===== src/hdl/ccr_pkg.sv =====
package ccr_pkg;

  // Serial bus slave address, 7 bits
  localparam logic [6:0] DEVICE_ADDR = 7'h6b;

  // Register offsets
  localparam logic [7:0] POWER_ON_CONFIGURATION_OFFSET = 8'h01;
  localparam logic [7:0] FAST_CHARGE_CURRENT_CONTROL_OFFSET = 8'h02;
  localparam logic [7:0] PRECHARGE_TERMINATION_CURRENT_OFFSET = 8'h03;

  // Reset values
  localparam logic [7:0] POWER_ON_CONFIGURATION_RESET = 8'h1b;
  localparam logic [7:0] FAST_CHARGE_CURRENT_CONTROL_RESET = 8'h60;
  localparam logic [7:0] PRECHARGE_TERMINATION_CURRENT_RESET = 8'h11;

  // Power-on configuration fields
  localparam int REGISTER_RESET_BIT = 7;
  localparam int WATCHDOG_RESET_BIT = 6;
  localparam int MODE_MSB = 5;
  localparam int MODE_LSB = 4;
  localparam int MIN_SYS_MSB = 3;
  localparam int MIN_SYS_LSB = 1;
  localparam int BOOST_LIMIT_BIT = 0;

  // Fast charge current fields
  localparam int FAST_CHG_MSB = 7;
  localparam int FAST_CHG_LSB = 2;
  localparam int FAST_CHG_RESERVED_BIT = 1;
  localparam int FORCE_FIFTH_BIT = 0;

  // Precharge / termination fields
  localparam int PRECHG_MSB = 7;
  localparam int PRECHG_LSB = 4;
  localparam int TERM_MSB = 3;
  localparam int TERM_LSB = 0;

  // Charger mode encodings
  localparam logic [1:0] MODE_CHARGE_DISABLE = 2'h0;
  localparam logic [1:0] MODE_CHARGE_BATTERY = 2'h1;

  // Decoded setting scales
  localparam logic [11:0] MIN_SYS_OFFSET_MV = 12'hbb8;
  localparam logic [11:0] MIN_SYS_STEP_MV = 12'h064;
  localparam logic [12:0] FAST_CHG_OFFSET_MA = 13'h0200;
  localparam logic [12:0] FAST_CHG_STEP_MA = 13'h0040;
  localparam logic [12:0] FIFTH_DIVISOR = 13'h0005;
  localparam logic [11:0] NIBBLE_OFFSET_MA = 12'h080;
  localparam logic [11:0] NIBBLE_STEP_MA = 12'h080;
  localparam logic [10:0] BOOST_LOW_MA = 11'h1f4;
  localparam logic [10:0] BOOST_HIGH_MA = 11'h514;

  typedef struct packed {
    logic [1:0] charger_mode_select;
    logic [2:0] minimum_system_voltage;
    logic boost_current_limit;
    logic [5:0] fast_charge_current;
    logic force_fifth_current;
    logic [3:0] precharge_current;
    logic [3:0] termination_current;
  } ccr_cfg_t;

  typedef struct packed {
    logic [11:0] minimum_system_mv;
    logic [10:0] boost_limit_ma;
    logic [12:0] fast_charge_ma;
    logic [11:0] precharge_ma;
    logic [11:0] termination_ma;
  } ccr_levels_t;

  typedef enum logic [2:0] {
    ST_IDLE = 3'h0,
    ST_ADDR = 3'h1,
    ST_ACK = 3'h3,
    ST_WRITE = 3'h2,
    ST_READ = 3'h6,
    ST_RACK = 3'h7
  } ccr_state_t;

endpackage


===== src/hdl/ccr_current_decode.sv =====
`timescale 1ns/1ps
module ccr_current_decode (
  input wire logic sys_clk_i,
  input wire logic reset_n_i,
  input ccr_pkg::ccr_cfg_t cfg_i,
  output ccr_pkg::ccr_levels_t levels_o
);
  import ccr_pkg::*;

  logic [12:0] programmed_ma;

  assign programmed_ma = FAST_CHG_OFFSET_MA +
      13'(cfg_i.fast_charge_current) * FAST_CHG_STEP_MA; // see RQ6

  always_ff @(posedge sys_clk_i or negedge reset_n_i) begin
    if (!reset_n_i) begin
      levels_o <= '0;
    end else begin
      levels_o.minimum_system_mv <= MIN_SYS_OFFSET_MV +
          12'(cfg_i.minimum_system_voltage) * MIN_SYS_STEP_MV; // see RQ4
      levels_o.boost_limit_ma <= cfg_i.boost_current_limit ? BOOST_HIGH_MA
                                                            : BOOST_LOW_MA; // see RQ5
      levels_o.fast_charge_ma <= cfg_i.force_fifth_current ? programmed_ma / FIFTH_DIVISOR
                                                            : programmed_ma; // see RQ8
      levels_o.precharge_ma <= NIBBLE_OFFSET_MA +
          12'(cfg_i.precharge_current) * NIBBLE_STEP_MA; // see RQ9
      levels_o.termination_ma <= NIBBLE_OFFSET_MA +
          12'(cfg_i.termination_current) * NIBBLE_STEP_MA; // see RQ9
    end
  end

endmodule


===== src/hdl/ccr_config_registers.sv =====
`timescale 1ns/1ps
// Notes on behaviour
// RQ1 - Writing one to the register-reset bit restores every register to default and the bit reads zero.
// RQ2 - Writing one to the watchdog-reset bit restarts the watchdog and the bit reads zero; the code gives no restart if the register-reset bit is also one.
// RQ3 - The mode field gives charge disabled for 00, charging for 01 and boost for 10 or 11.
// RQ4 - The minimum system voltage code means 3.0 V plus 0.1 V per step, default 101.
// RQ5 - The boost limit bit chooses 500 mA at zero and 1.3 A at one, default one.
// RQ6 - The fast-charge code in bits 7:2 means 512 mA plus 64 mA per step, default 011000.
// RQ7 - The host writes zero to the reserved bit 1 of the charge current register.
// RQ8 - With the force bit set the applied fast-charge current is a fifth of the programmed one.
// RQ9 - Precharge and termination nibbles mean 128 mA plus 128 mA per step, default 0001.
// RQ10 - Reset values are 1b, 60 and 11 for the three registers.
// RQ11 - The host restarts the watchdog in time or disables it to stay in host mode.
// RQ12 - The three configuration registers are readable and writable over the serial bus.
// RQ13 - Every field other than the self-clearing bits reads back what was last written; the reserved bit 1 reads zero.
module ccr_config_registers (
  input wire logic sys_clk_i,
  input wire logic reset_n_i,
  input wire logic scl_i,
  input wire logic sda_i,
  output logic sda_o,
  output logic sda_oe_o,
  output ccr_pkg::ccr_cfg_t cfg_o,
  output ccr_pkg::ccr_levels_t levels_o,
  output logic charge_enable_o,
  output logic boost_mode_o,
  output logic register_reset_o,
  output logic watchdog_restart_o
);
  import ccr_pkg::*;

  ccr_state_t state;
  logic scl_q;
  logic sda_q;
  logic [7:0] shift_in;
  logic [7:0] shift_out;
  logic [2:0] bit_cnt;
  logic got_byte;
  logic read_dir;
  logic addr_phase;
  logic [7:0] ptr;
  ccr_cfg_t cfg;

  logic scl_rise;
  logic scl_fall;
  logic start_seen;
  logic stop_seen;
  logic ptr_valid;
  logic byte_close;
  logic wr_fire;
  logic [7:0] rdata;

  assign scl_rise = scl_i && !scl_q;
  assign scl_fall = !scl_i && scl_q;
  assign start_seen = scl_i && scl_q && sda_q && !sda_i;
  assign stop_seen = scl_i && scl_q && !sda_q && sda_i;
  assign ptr_valid = (ptr >= POWER_ON_CONFIGURATION_OFFSET) &&
                     (ptr <= PRECHARGE_TERMINATION_CURRENT_OFFSET);
  assign byte_close = scl_fall && got_byte;
  assign wr_fire = byte_close && (state == ST_WRITE) && !addr_phase && ptr_valid; // see RQ12

  // Read view of the registers; self-clearing bits and the reserved bit read zero
  always_comb begin
    rdata = 8'h00;
    if (ptr == POWER_ON_CONFIGURATION_OFFSET) begin
      rdata[MODE_MSB:MODE_LSB] = cfg.charger_mode_select; // see RQ13
      rdata[MIN_SYS_MSB:MIN_SYS_LSB] = cfg.minimum_system_voltage;
      rdata[BOOST_LIMIT_BIT] = cfg.boost_current_limit;
    end else if (ptr == FAST_CHARGE_CURRENT_CONTROL_OFFSET) begin
      rdata[FAST_CHG_MSB:FAST_CHG_LSB] = cfg.fast_charge_current; // see RQ13
      rdata[FORCE_FIFTH_BIT] = cfg.force_fifth_current;
    end else if (ptr == PRECHARGE_TERMINATION_CURRENT_OFFSET) begin
      rdata[PRECHG_MSB:PRECHG_LSB] = cfg.precharge_current; // see RQ13
      rdata[TERM_MSB:TERM_LSB] = cfg.termination_current;
    end
  end

  always_ff @(posedge sys_clk_i or negedge reset_n_i) begin
    if (!reset_n_i) begin
      scl_q <= 1'b1;
      sda_q <= 1'b1;
    end else begin
      scl_q <= scl_i;
      sda_q <= sda_i;
    end
  end

  // Serial bus slave: address, register pointer, write data, read data
  always_ff @(posedge sys_clk_i or negedge reset_n_i) begin
    if (!reset_n_i) begin
      state <= ST_IDLE;
      shift_in <= 8'h00;
      shift_out <= 8'h00;
      bit_cnt <= 3'h0;
      got_byte <= 1'b0;
      read_dir <= 1'b0;
      addr_phase <= 1'b0;
      ptr <= 8'h00;
      sda_oe_o <= 1'b0;
    end else if (start_seen) begin
      state <= ST_ADDR;
      bit_cnt <= 3'h0;
      got_byte <= 1'b0;
      sda_oe_o <= 1'b0;
    end else if (stop_seen) begin
      state <= ST_IDLE;
      got_byte <= 1'b0;
      sda_oe_o <= 1'b0;
    end else begin
      case (state)
        ST_ADDR, ST_WRITE: begin
          if (scl_rise) begin
            shift_in <= {shift_in[6:0], sda_i};
            bit_cnt <= bit_cnt + 3'h1;
            got_byte <= (bit_cnt == 3'h7);
          end else if (byte_close) begin
            got_byte <= 1'b0;
            if (state == ST_ADDR) begin
              if (shift_in[7:1] == DEVICE_ADDR) begin
                read_dir <= shift_in[0];
                addr_phase <= !shift_in[0];
                sda_oe_o <= 1'b1;
                state <= ST_ACK;
              end else begin
                state <= ST_IDLE;
              end
            end else if (addr_phase) begin
              ptr <= shift_in;
              addr_phase <= 1'b0;
              if ((shift_in >= POWER_ON_CONFIGURATION_OFFSET) &&
                  (shift_in <= PRECHARGE_TERMINATION_CURRENT_OFFSET)) begin
                sda_oe_o <= 1'b1;
                state <= ST_ACK;
              end else begin
                state <= ST_IDLE;
              end
            end else if (ptr_valid) begin
              ptr <= ptr + 8'h01;
              sda_oe_o <= 1'b1;
              state <= ST_ACK;
            end else begin
              state <= ST_IDLE;
            end
          end
        end
        ST_ACK: begin
          if (scl_fall) begin
            bit_cnt <= 3'h0;
            if (read_dir) begin
              shift_out <= rdata;
              sda_oe_o <= !rdata[7];
              state <= ST_READ;
            end else begin
              sda_oe_o <= 1'b0;
              state <= ST_WRITE;
            end
          end
        end
        ST_READ: begin
          if (scl_fall) begin
            if (bit_cnt == 3'h7) begin
              sda_oe_o <= 1'b0;
              state <= ST_RACK;
            end else begin
              shift_out <= {shift_out[6:0], 1'b0};
              sda_oe_o <= !shift_out[6];
              bit_cnt <= bit_cnt + 3'h1;
            end
          end
        end
        ST_RACK: begin
          if (scl_rise) begin
            if (sda_i) begin
              state <= ST_IDLE;
            end else begin
              ptr <= ptr + 8'h01;
              state <= ST_ACK;
            end
          end
        end
        default: begin
          state <= ST_IDLE;
        end
      endcase
    end
  end

  // Configuration storage
  always_ff @(posedge sys_clk_i or negedge reset_n_i) begin
    if (!reset_n_i) begin
      cfg.charger_mode_select <= POWER_ON_CONFIGURATION_RESET[MODE_MSB:MODE_LSB]; // see RQ10
      cfg.minimum_system_voltage <= POWER_ON_CONFIGURATION_RESET[MIN_SYS_MSB:MIN_SYS_LSB];
      cfg.boost_current_limit <= POWER_ON_CONFIGURATION_RESET[BOOST_LIMIT_BIT];
      cfg.fast_charge_current <= FAST_CHARGE_CURRENT_CONTROL_RESET[FAST_CHG_MSB:FAST_CHG_LSB];
      cfg.force_fifth_current <= FAST_CHARGE_CURRENT_CONTROL_RESET[FORCE_FIFTH_BIT];
      cfg.precharge_current <= PRECHARGE_TERMINATION_CURRENT_RESET[PRECHG_MSB:PRECHG_LSB];
      cfg.termination_current <= PRECHARGE_TERMINATION_CURRENT_RESET[TERM_MSB:TERM_LSB];
    end else if (wr_fire && (ptr == POWER_ON_CONFIGURATION_OFFSET)) begin
      if (shift_in[REGISTER_RESET_BIT]) begin
        // Whole byte is discarded; all fields return to their defaults
        cfg.charger_mode_select <= POWER_ON_CONFIGURATION_RESET[MODE_MSB:MODE_LSB]; // see RQ1
        cfg.minimum_system_voltage <= POWER_ON_CONFIGURATION_RESET[MIN_SYS_MSB:MIN_SYS_LSB];
        cfg.boost_current_limit <= POWER_ON_CONFIGURATION_RESET[BOOST_LIMIT_BIT];
        cfg.fast_charge_current <= FAST_CHARGE_CURRENT_CONTROL_RESET[FAST_CHG_MSB:FAST_CHG_LSB];
        cfg.force_fifth_current <= FAST_CHARGE_CURRENT_CONTROL_RESET[FORCE_FIFTH_BIT];
        cfg.precharge_current <= PRECHARGE_TERMINATION_CURRENT_RESET[PRECHG_MSB:PRECHG_LSB];
        cfg.termination_current <= PRECHARGE_TERMINATION_CURRENT_RESET[TERM_MSB:TERM_LSB];
      end else begin
        cfg.charger_mode_select <= shift_in[MODE_MSB:MODE_LSB]; // see RQ3
        cfg.minimum_system_voltage <= shift_in[MIN_SYS_MSB:MIN_SYS_LSB]; // see RQ4
        cfg.boost_current_limit <= shift_in[BOOST_LIMIT_BIT]; // see RQ5
      end
    end else if (wr_fire && (ptr == FAST_CHARGE_CURRENT_CONTROL_OFFSET)) begin
      // Reserved bit is not stored and reads zero
      cfg.fast_charge_current <= shift_in[FAST_CHG_MSB:FAST_CHG_LSB]; // see RQ6, see RQ7
      cfg.force_fifth_current <= shift_in[FORCE_FIFTH_BIT]; // see RQ8
    end else if (wr_fire && (ptr == PRECHARGE_TERMINATION_CURRENT_OFFSET)) begin
      cfg.precharge_current <= shift_in[PRECHG_MSB:PRECHG_LSB]; // see RQ9
      cfg.termination_current <= shift_in[TERM_MSB:TERM_LSB]; // see RQ9
    end
  end

  // Outputs and one-cycle event pulses
  always_ff @(posedge sys_clk_i or negedge reset_n_i) begin
    if (!reset_n_i) begin
      register_reset_o <= 1'b0;
      watchdog_restart_o <= 1'b0;
      charge_enable_o <= 1'b0;
      boost_mode_o <= 1'b0;
      sda_o <= 1'b0;
    end else begin
      register_reset_o <= wr_fire && (ptr == POWER_ON_CONFIGURATION_OFFSET) &&
                          shift_in[REGISTER_RESET_BIT]; // see RQ1
      watchdog_restart_o <= wr_fire && (ptr == POWER_ON_CONFIGURATION_OFFSET) &&
                            !shift_in[REGISTER_RESET_BIT] &&
                            shift_in[WATCHDOG_RESET_BIT]; // see RQ2
      charge_enable_o <= (cfg.charger_mode_select == MODE_CHARGE_BATTERY); // see RQ3
      boost_mode_o <= cfg.charger_mode_select[1]; // see RQ3
      sda_o <= 1'b0;
    end
  end

  assign cfg_o = cfg;

  ccr_current_decode u_decode (
    .sys_clk_i(sys_clk_i),
    .reset_n_i(reset_n_i),
    .cfg_i(cfg),
    .levels_o(levels_o)
  );

endmodule


===== config.mk =====
export PLATFORM = sky130hd
export DESIGN_NAME = ccr_config_registers
export DESIGN_NICKNAME = d
export VERILOG_FILES = /design/src/hdl/ccr_pkg.sv /design/src/hdl/ccr_current_decode.sv /design/src/hdl/ccr_config_registers.sv
export SDC_FILE = /design/constraint.sdc
export NUM_CORES = 1
export LEC_CHECK = 0
export ABC_AREA = 1
export ABC_CLOCK_PERIOD_IN_PS = 9100
export BUFFER_PORTS_ARGS = -buffer_cell sky130_fd_sc_hd__buf_2
export CAP_MARGIN = 15
export CORE_MARGIN = 2
export CORE_UTILIZATION = 35
export DETAILED_ROUTE_END_ITERATION = 8
export MAX_ROUTING_LAYER = met4
export PLACE_DENSITY = 0.57
export SETUP_SLACK_MARGIN = 0.02
export SLEW_MARGIN = 20
export SYNTH_ARGS = -nofsm -noshare
export SYNTH_HDL_FRONTEND = slang
export SYNTH_SLANG_ARGS = --single-unit

===== constraint.sdc =====
create_clock -name sys_clk_i -period 9.1 [get_ports sys_clk_i]
set_clock_uncertainty 0.15 [all_clocks]
set_input_delay 0 -clock sys_clk_i [delete_from_list [all_inputs] [get_ports sys_clk_i]]
set_output_delay 0 -clock sys_clk_i [all_outputs]
set_load 0.01 [all_outputs]

; Yosys cells after proc, flatten, opt, wreduce, memory -nomap -nowiden
; Index checks and enable logic that the tools add are counted.
[op_classes]
eq_ne = 38
magnitude_cmp = 4
mux = 71
n_reduce_logical = 48
div_mod_pow = 1
add_sub_neg = 6
bitwise_logic = 3
mul = 1
[ops]
columns = operator, n
row1 = 8-bit two-way mux, 10
row2 = 3-bit two-way mux, 17
row3 = 7-bit two-way mux, 5
row4 = 15-bit two-way mux, 2
row5 = "8-bit by 11-bit adder with 12-bit output, first input constant", 2
row6 = "2-bit inequality test, second input constant", 12
row7 = "4-bit inequality test, second input constant", 6
row8 = 1-bit two-way mux, 22
row9 = 1-bit logical AND, 19
row10 = 6-bit two-way mux, 3
row11 = 6-bit AND reduction, 3
row12 = "8-bit by 2-bit == test with 1-bit output, second input constant", 2
row13 = "8-bit by 1-bit >= comparator with 1-bit output, second input constant", 2
row14 = "8-bit by 2-bit <= comparator with 1-bit output, second input constant", 2
row15 = 8-bit case mux with 2 select lines, 1
row16 = "3-bit inequality test, second input constant", 5
row17 = 7-bit case mux with 2 select lines, 1
row18 = 7-bit AND reduction, 2
row19 = "10-bit by 12-bit adder with 13-bit output, first input constant", 1
row20 = "13-bit by 3-bit divider with 13-bit output, second input constant", 1
row21 = 13-bit two-way mux, 1
row22 = "12-bit by 10-bit adder with 12-bit output, first input constant", 1
row23 = "6-bit inequality test, second input constant", 2
row24 = 3-bit case mux with 4 select lines, 1
row25 = other kinds (27), 49
[word_totals]
output_inout_bits = 87
regBits = 120

; Longest topological paths before layout
[logic_depth]
depth_word = 10
ltp_mapped = 54

; Cells and area by module
; A second synthesis with hierarchy kept.
[hier_totals]
cells_unflattened = 840
hier_area_um2 = 6364.9
[modules_own_cells]
columns = module, area_each_um2, cells_each, n_inst
row1 = ccr_config_registers, 3343.2, 451, 1
row2 = ccr_current_decode, 3021.6, 389, 1

; Worst setup path after synthesis
; OpenSTA, ideal clock, no wires.
[synth_timing]
path_kind = register to register
startpoint = register cfg (netlist bit cfg_o[12])
endpoint = register, netlist name u_decode.levels_o[24]
slack_ps = 2666
setup_time_ps = 126
required_ps = 8824
path_buffers = 1
t_arrival_ps = 6157
path_stages_with_launch = 52
path_cell_list = dfstp_2 > buf_4 > inv_2 > ha_1 > nor2_1 > nand3_1 > nand2_2 > nand2_2 > nand2_1 > nand2_1 > inv_2 > nand2_4 > nand2_4 > nand2_1 > nand2_1 > inv_2 > nand2_2 > nand2_2 > [16 not listed] > nand3_4 > ha_1 > inv_1 > nand3_2 > nor2_4 > nand2_4 > ha_1 > inv_1 > nand4_4 > ha_1 > inv_1 > nand2_1 > nand3_1 > nand2_1 > nor2_1 > nand3_1 > nand2_1 > a21oi_1
[synth_via]
elab_chain_len = 3
[synth_lines]
columns = item, line_no
row1 = from (decl), ccr_config_registers.sv:42  ; ccr_cfg_t cfg;
row2 = 10-bit by 12-bit adder with 13-bit output, ccr_current_decode.sv:12  ; assign programmed_ma = FAST_CHG_OFFSET_MA +
row3 = 13-bit by 3-bit divider with 13-bit output, ccr_current_decode.sv:23  ; levels_o.fast_charge_ma <= cfg_i.force_fifth_current ? programmed_ma / FIFTH_DIVISOR
row4 = 13-bit two-way mux, ccr_current_decode.sv:23
; No other way between the ends.
; A chain may end at the register's enable or synchronous reset.

; Worst setup path in the final report
[layout_timing]
startpoint = register cfg (netlist bit cfg_o[12])
endpoint = register, netlist name u_decode.levels_o[24]
[layout_via]
elab_chain_len = 3
[layout_lines]
columns = item, line_no
row1 = 10-bit by 12-bit adder with 13-bit output, ccr_current_decode.sv:12
row2 = 13-bit by 3-bit divider with 13-bit output, ccr_current_decode.sv:23
row3 = 13-bit two-way mux, ccr_current_decode.sv:23
; No other way between the ends.

==> impl_metrics.json <==
{
  "root_buffer": "clkbuf_16",
  "cts_made_buffers": 9,
  "synth_edf_count": 0,
  "r2r_slack_ps": 2010,
  "synthMuxAreaShare": 0,
  "clkTransAtPathRegs_ps": 70,
  "synth-warning-count": 0,
  "ys_seq_elements": 95,
  "portBuffers": 69,
  "ant_nets": 0,
  "r2r_cells": 50,
  "synthTopCellsByArea": "dfrtp_1 (34%), nand2_1 (11%), inv_1 (7.5%)",
  "dp_cells": 1129,
  "worst_skew_pair.late_latency_ps": 350,
  "cts_setup_buffers": 0,
  "fin_crit_sh": 0.779,
  "antenna_found_initial": 0,
  "rsz0062_at_grt": "no",
  "synthCells": 842,
  "maxSlewViolCount": 0,
  "fillers": 1875,
  "grt_max_degree": 51,
  "dieArea_mm2": 0.0192,
  "wl_per_cell_um": 13.3,
  "hold_path.class": "in2async",
  "synth.avg_cell_area_um2": 7.54,
  "slew_headroom": 0.505,
  "cp-end-kind": "register",
  "wl_mm": 15.2,
  "yosys.area_share.simple": 0.309,
  "initial_core_util": 0.354,
  "die_w_um": 139,
  "synthXorXnorAreaFrac": 0.0179,
  "worst_path_most_repeated_cell": "nand2_1",
  "die_h_um": 139,
  "synth_top_family_by_area": "simple AND/OR/NAND/NOR gates",
  "core_area_mm2": 0.0179,
  "critical_path_required_ps": 9170,
  "leakage_nw": 3.67,
  "path_delay_family": "simple AND/OR/NAND/NOR gates",
  "worstPathArrival_ps": 7160,
  "max_stage_delay_ps": 690,
  "hpwl_mm": 11.6,
  "ir_drop_mv": 0.0809,
  "rows": 49,
  "cts_tree": "built",
  "synth.distinct_cells": 46,
  "crit_fanout": 11,
  "io_pins": 91,
  "cpMaxStageDelayCell": "dfstp_2",
  "drive_above_1_share": 0.189,
  "drc": 0,
  "cp-start-kind": "register",
  "grt_pass1_vias": 5160,
  "finalHoldViolCount": 0,
  "hold_ws_ps": 33.2,
  "drt_pre_antenna_iters": 5,
  "synth_fa_ha_area_frac": 0.0513,
  "gp_congestion": 0.911,
  "htree_levels": 3,
  "synthFlopType": "dfrtp_1",
  "p_per_area_mw_per_mm2": 143,
  "max_freq_mhz": 141,
  "syn_area_mm2": 0.00635,
  "grt_util_all_layers": 0.165,
  "vias": 5476,
  "synth_top_area_share": 0.335,
  "async_flop_share": 1.00,
  "reg2reg_to": "u_decode.levels_o[24]",
  "num_antenna_cells": 0,
  "tightest_slew_ps": 740,
  "setup_violations": 0,
  "grt_pass1_wl_mm": 25.6,
  "final_nets": 944,
  "status": "completed",
  "avgViaCountPerCell": 4.77,
  "drt-initial-drc-count": 319,
  "crit_type": "reg2reg",
  "area_growth_pct": 13.1,
  "fin_cells": 1148,
  "yosys.area.top_type": "dfrtp_1",
  "clkSinkCount": 95,
  "worst-path-buf-inv": 7,
  "cap_violations": 0,
  "tns_ps": 0,
  "cts_buffer_depth": 2,
  "yosysSeqAreaShare": 0.377,
  "synth_compound_area_frac": 0.123,
  "gr-total-overflow": 0,
  "min_period_ps": 7090,
  "r2r_start": "cfg_o[12]"
}
-- kinds of logic (layout without fill, tap and decap cells) --
family | count (synthesis) | after routing
flops | 95 | 95
fa+ha+maj | 26 | 26
compound gates | 130 | 130
xor+xnor | 13 | 13
buf+inv | 177 | 234
simple gates | 399 | 399
other cells | 2 | 22
-- worst register-to-register path: cells and delay by family, from the launching register on --
kind | cells | cell delay (ps)
flip-flops | 1 | 690
adder cells (fa/ha/maj) | 7 | 1830
AO/OA/AOI/OAI | 1 | 60
buffers and inverters | 7 | 780
AND/OR/NAND/NOR | 35 | 3470
-- metrics by stage --
stage,utilization,area [µm²],power (W),setup WS [ps]
finish,0.401,7180,0.00103,2010
global route,0.401,7180,0.00108,1290
CTS,0.401,7180,0.00104,2030
detailed placement,0.382,6840,0.000635,2050
global placement,0.382,6840,0.000635,2310
floorplan,-,6420,0.000595,2670
-- flip-flops by register name (all words and copies together), names as in the netlist, 3 cells and up --
name and count:
state 3, shift_in 8, u_decode.levels_o 35, bit_cnt 3, shift_out 7, ptr 8
cfg_o 21
-- cell usage after synthesis, types with 3 or more instances --
cell type and instances:
nand2_2 24, inv_1 126, clkbuf_1 5, buf_4 27, nor4_1 5, inv_2 15, clkinv_1 4, o21ai_0 51
nor3_1 11, nand3_2 9, o221ai_1 3, o31ai_1 3, nand2_1 193, xor2_1 11, nand3_4 3, nor2_2 6
nor2_1 57, nand2_4 8, nand3_1 57, dfstp_2 10, o22ai_1 19, a221oi_1 3, ha_1 26, nor2_4 6
nand4_1 14, a21oi_1 22, o211ai_1 7, a31oi_1 7, o21bai_1 3, dfrtp_1 85
-- what timing repair did --
action,4_1_cts,5_1_grt
resized for setup,0,0
hold buffers,3,0
endpoints found under the hold margin,50,0
-- cells in the final DEF, fill, tap and decap left out, types with 6 or more instances in the layout --
cell type	instances
ha_1	26
o22ai_1	19
xor2_1	11
nand2_4	8
nand2_2	24
nand3_2	9
clkbuf_16	9
a31oi_1	7
dfrtp_1	85
nor2_2	6
inv_1	126
nand4_1	14
nor2_1	57
nand2_1	193
a21oi_1	22
buf_2	68
inv_2	15
nand3_1	57
o21ai_0	51
nor2_4	6
conb_1	22
dfstp_2	10
nor3_1	11
o211ai_1	7
-- per-layer routing --
metal,up-vias,global-route usage,wire [µm]
li1,2837,-,-
met1,2487,0.223,7450
met2,130,0.258,6870
met3,22,0.0259,638
met4,0,0.0484,263
met5,-,-,0
-- layout make-up --
cell class              count  area (µm²)  share of cell area
flip-flops and latches     95        2390               0.333
repair buffers             73         385              0.0537
inverters                 145         544              0.0758
multi-input cells         590        3270               0.455
clock inverters             6        76.3              0.0106
well taps                 229         287              0.0399
clock buffers              10         229              0.0319
-- power breakdown --
group | total (W) | internal [W] | switching (W)
Sequential | 0.000475 | 0.000451 | 0.0000238
Combinational | 0.000153 | 0.0000481 | 0.000105
Clock | 0.000400 | 0.000218 | 0.000181
Total | 0.00103 | 0.000718 | 0.000310
-- worst max-delay path by stage --
stage               startpoint                    end  slack (ps)  depth (start not counted)
floorplan            cfg_o[12]  u_decode.levels_o[24]        2670                         51
global placement     cfg_o[12]  u_decode.levels_o[24]        2310                         50
detailed placement   cfg_o[12]  u_decode.levels_o[24]        2050                         50
CTS                  cfg_o[12]  u_decode.levels_o[24]        2030                         50
global route         cfg_o[12]  u_decode.levels_o[24]        1290                         50
finish               cfg_o[12]  u_decode.levels_o[24]        2010                         50
No activity file was read; power rests on OpenSTA's default activity.
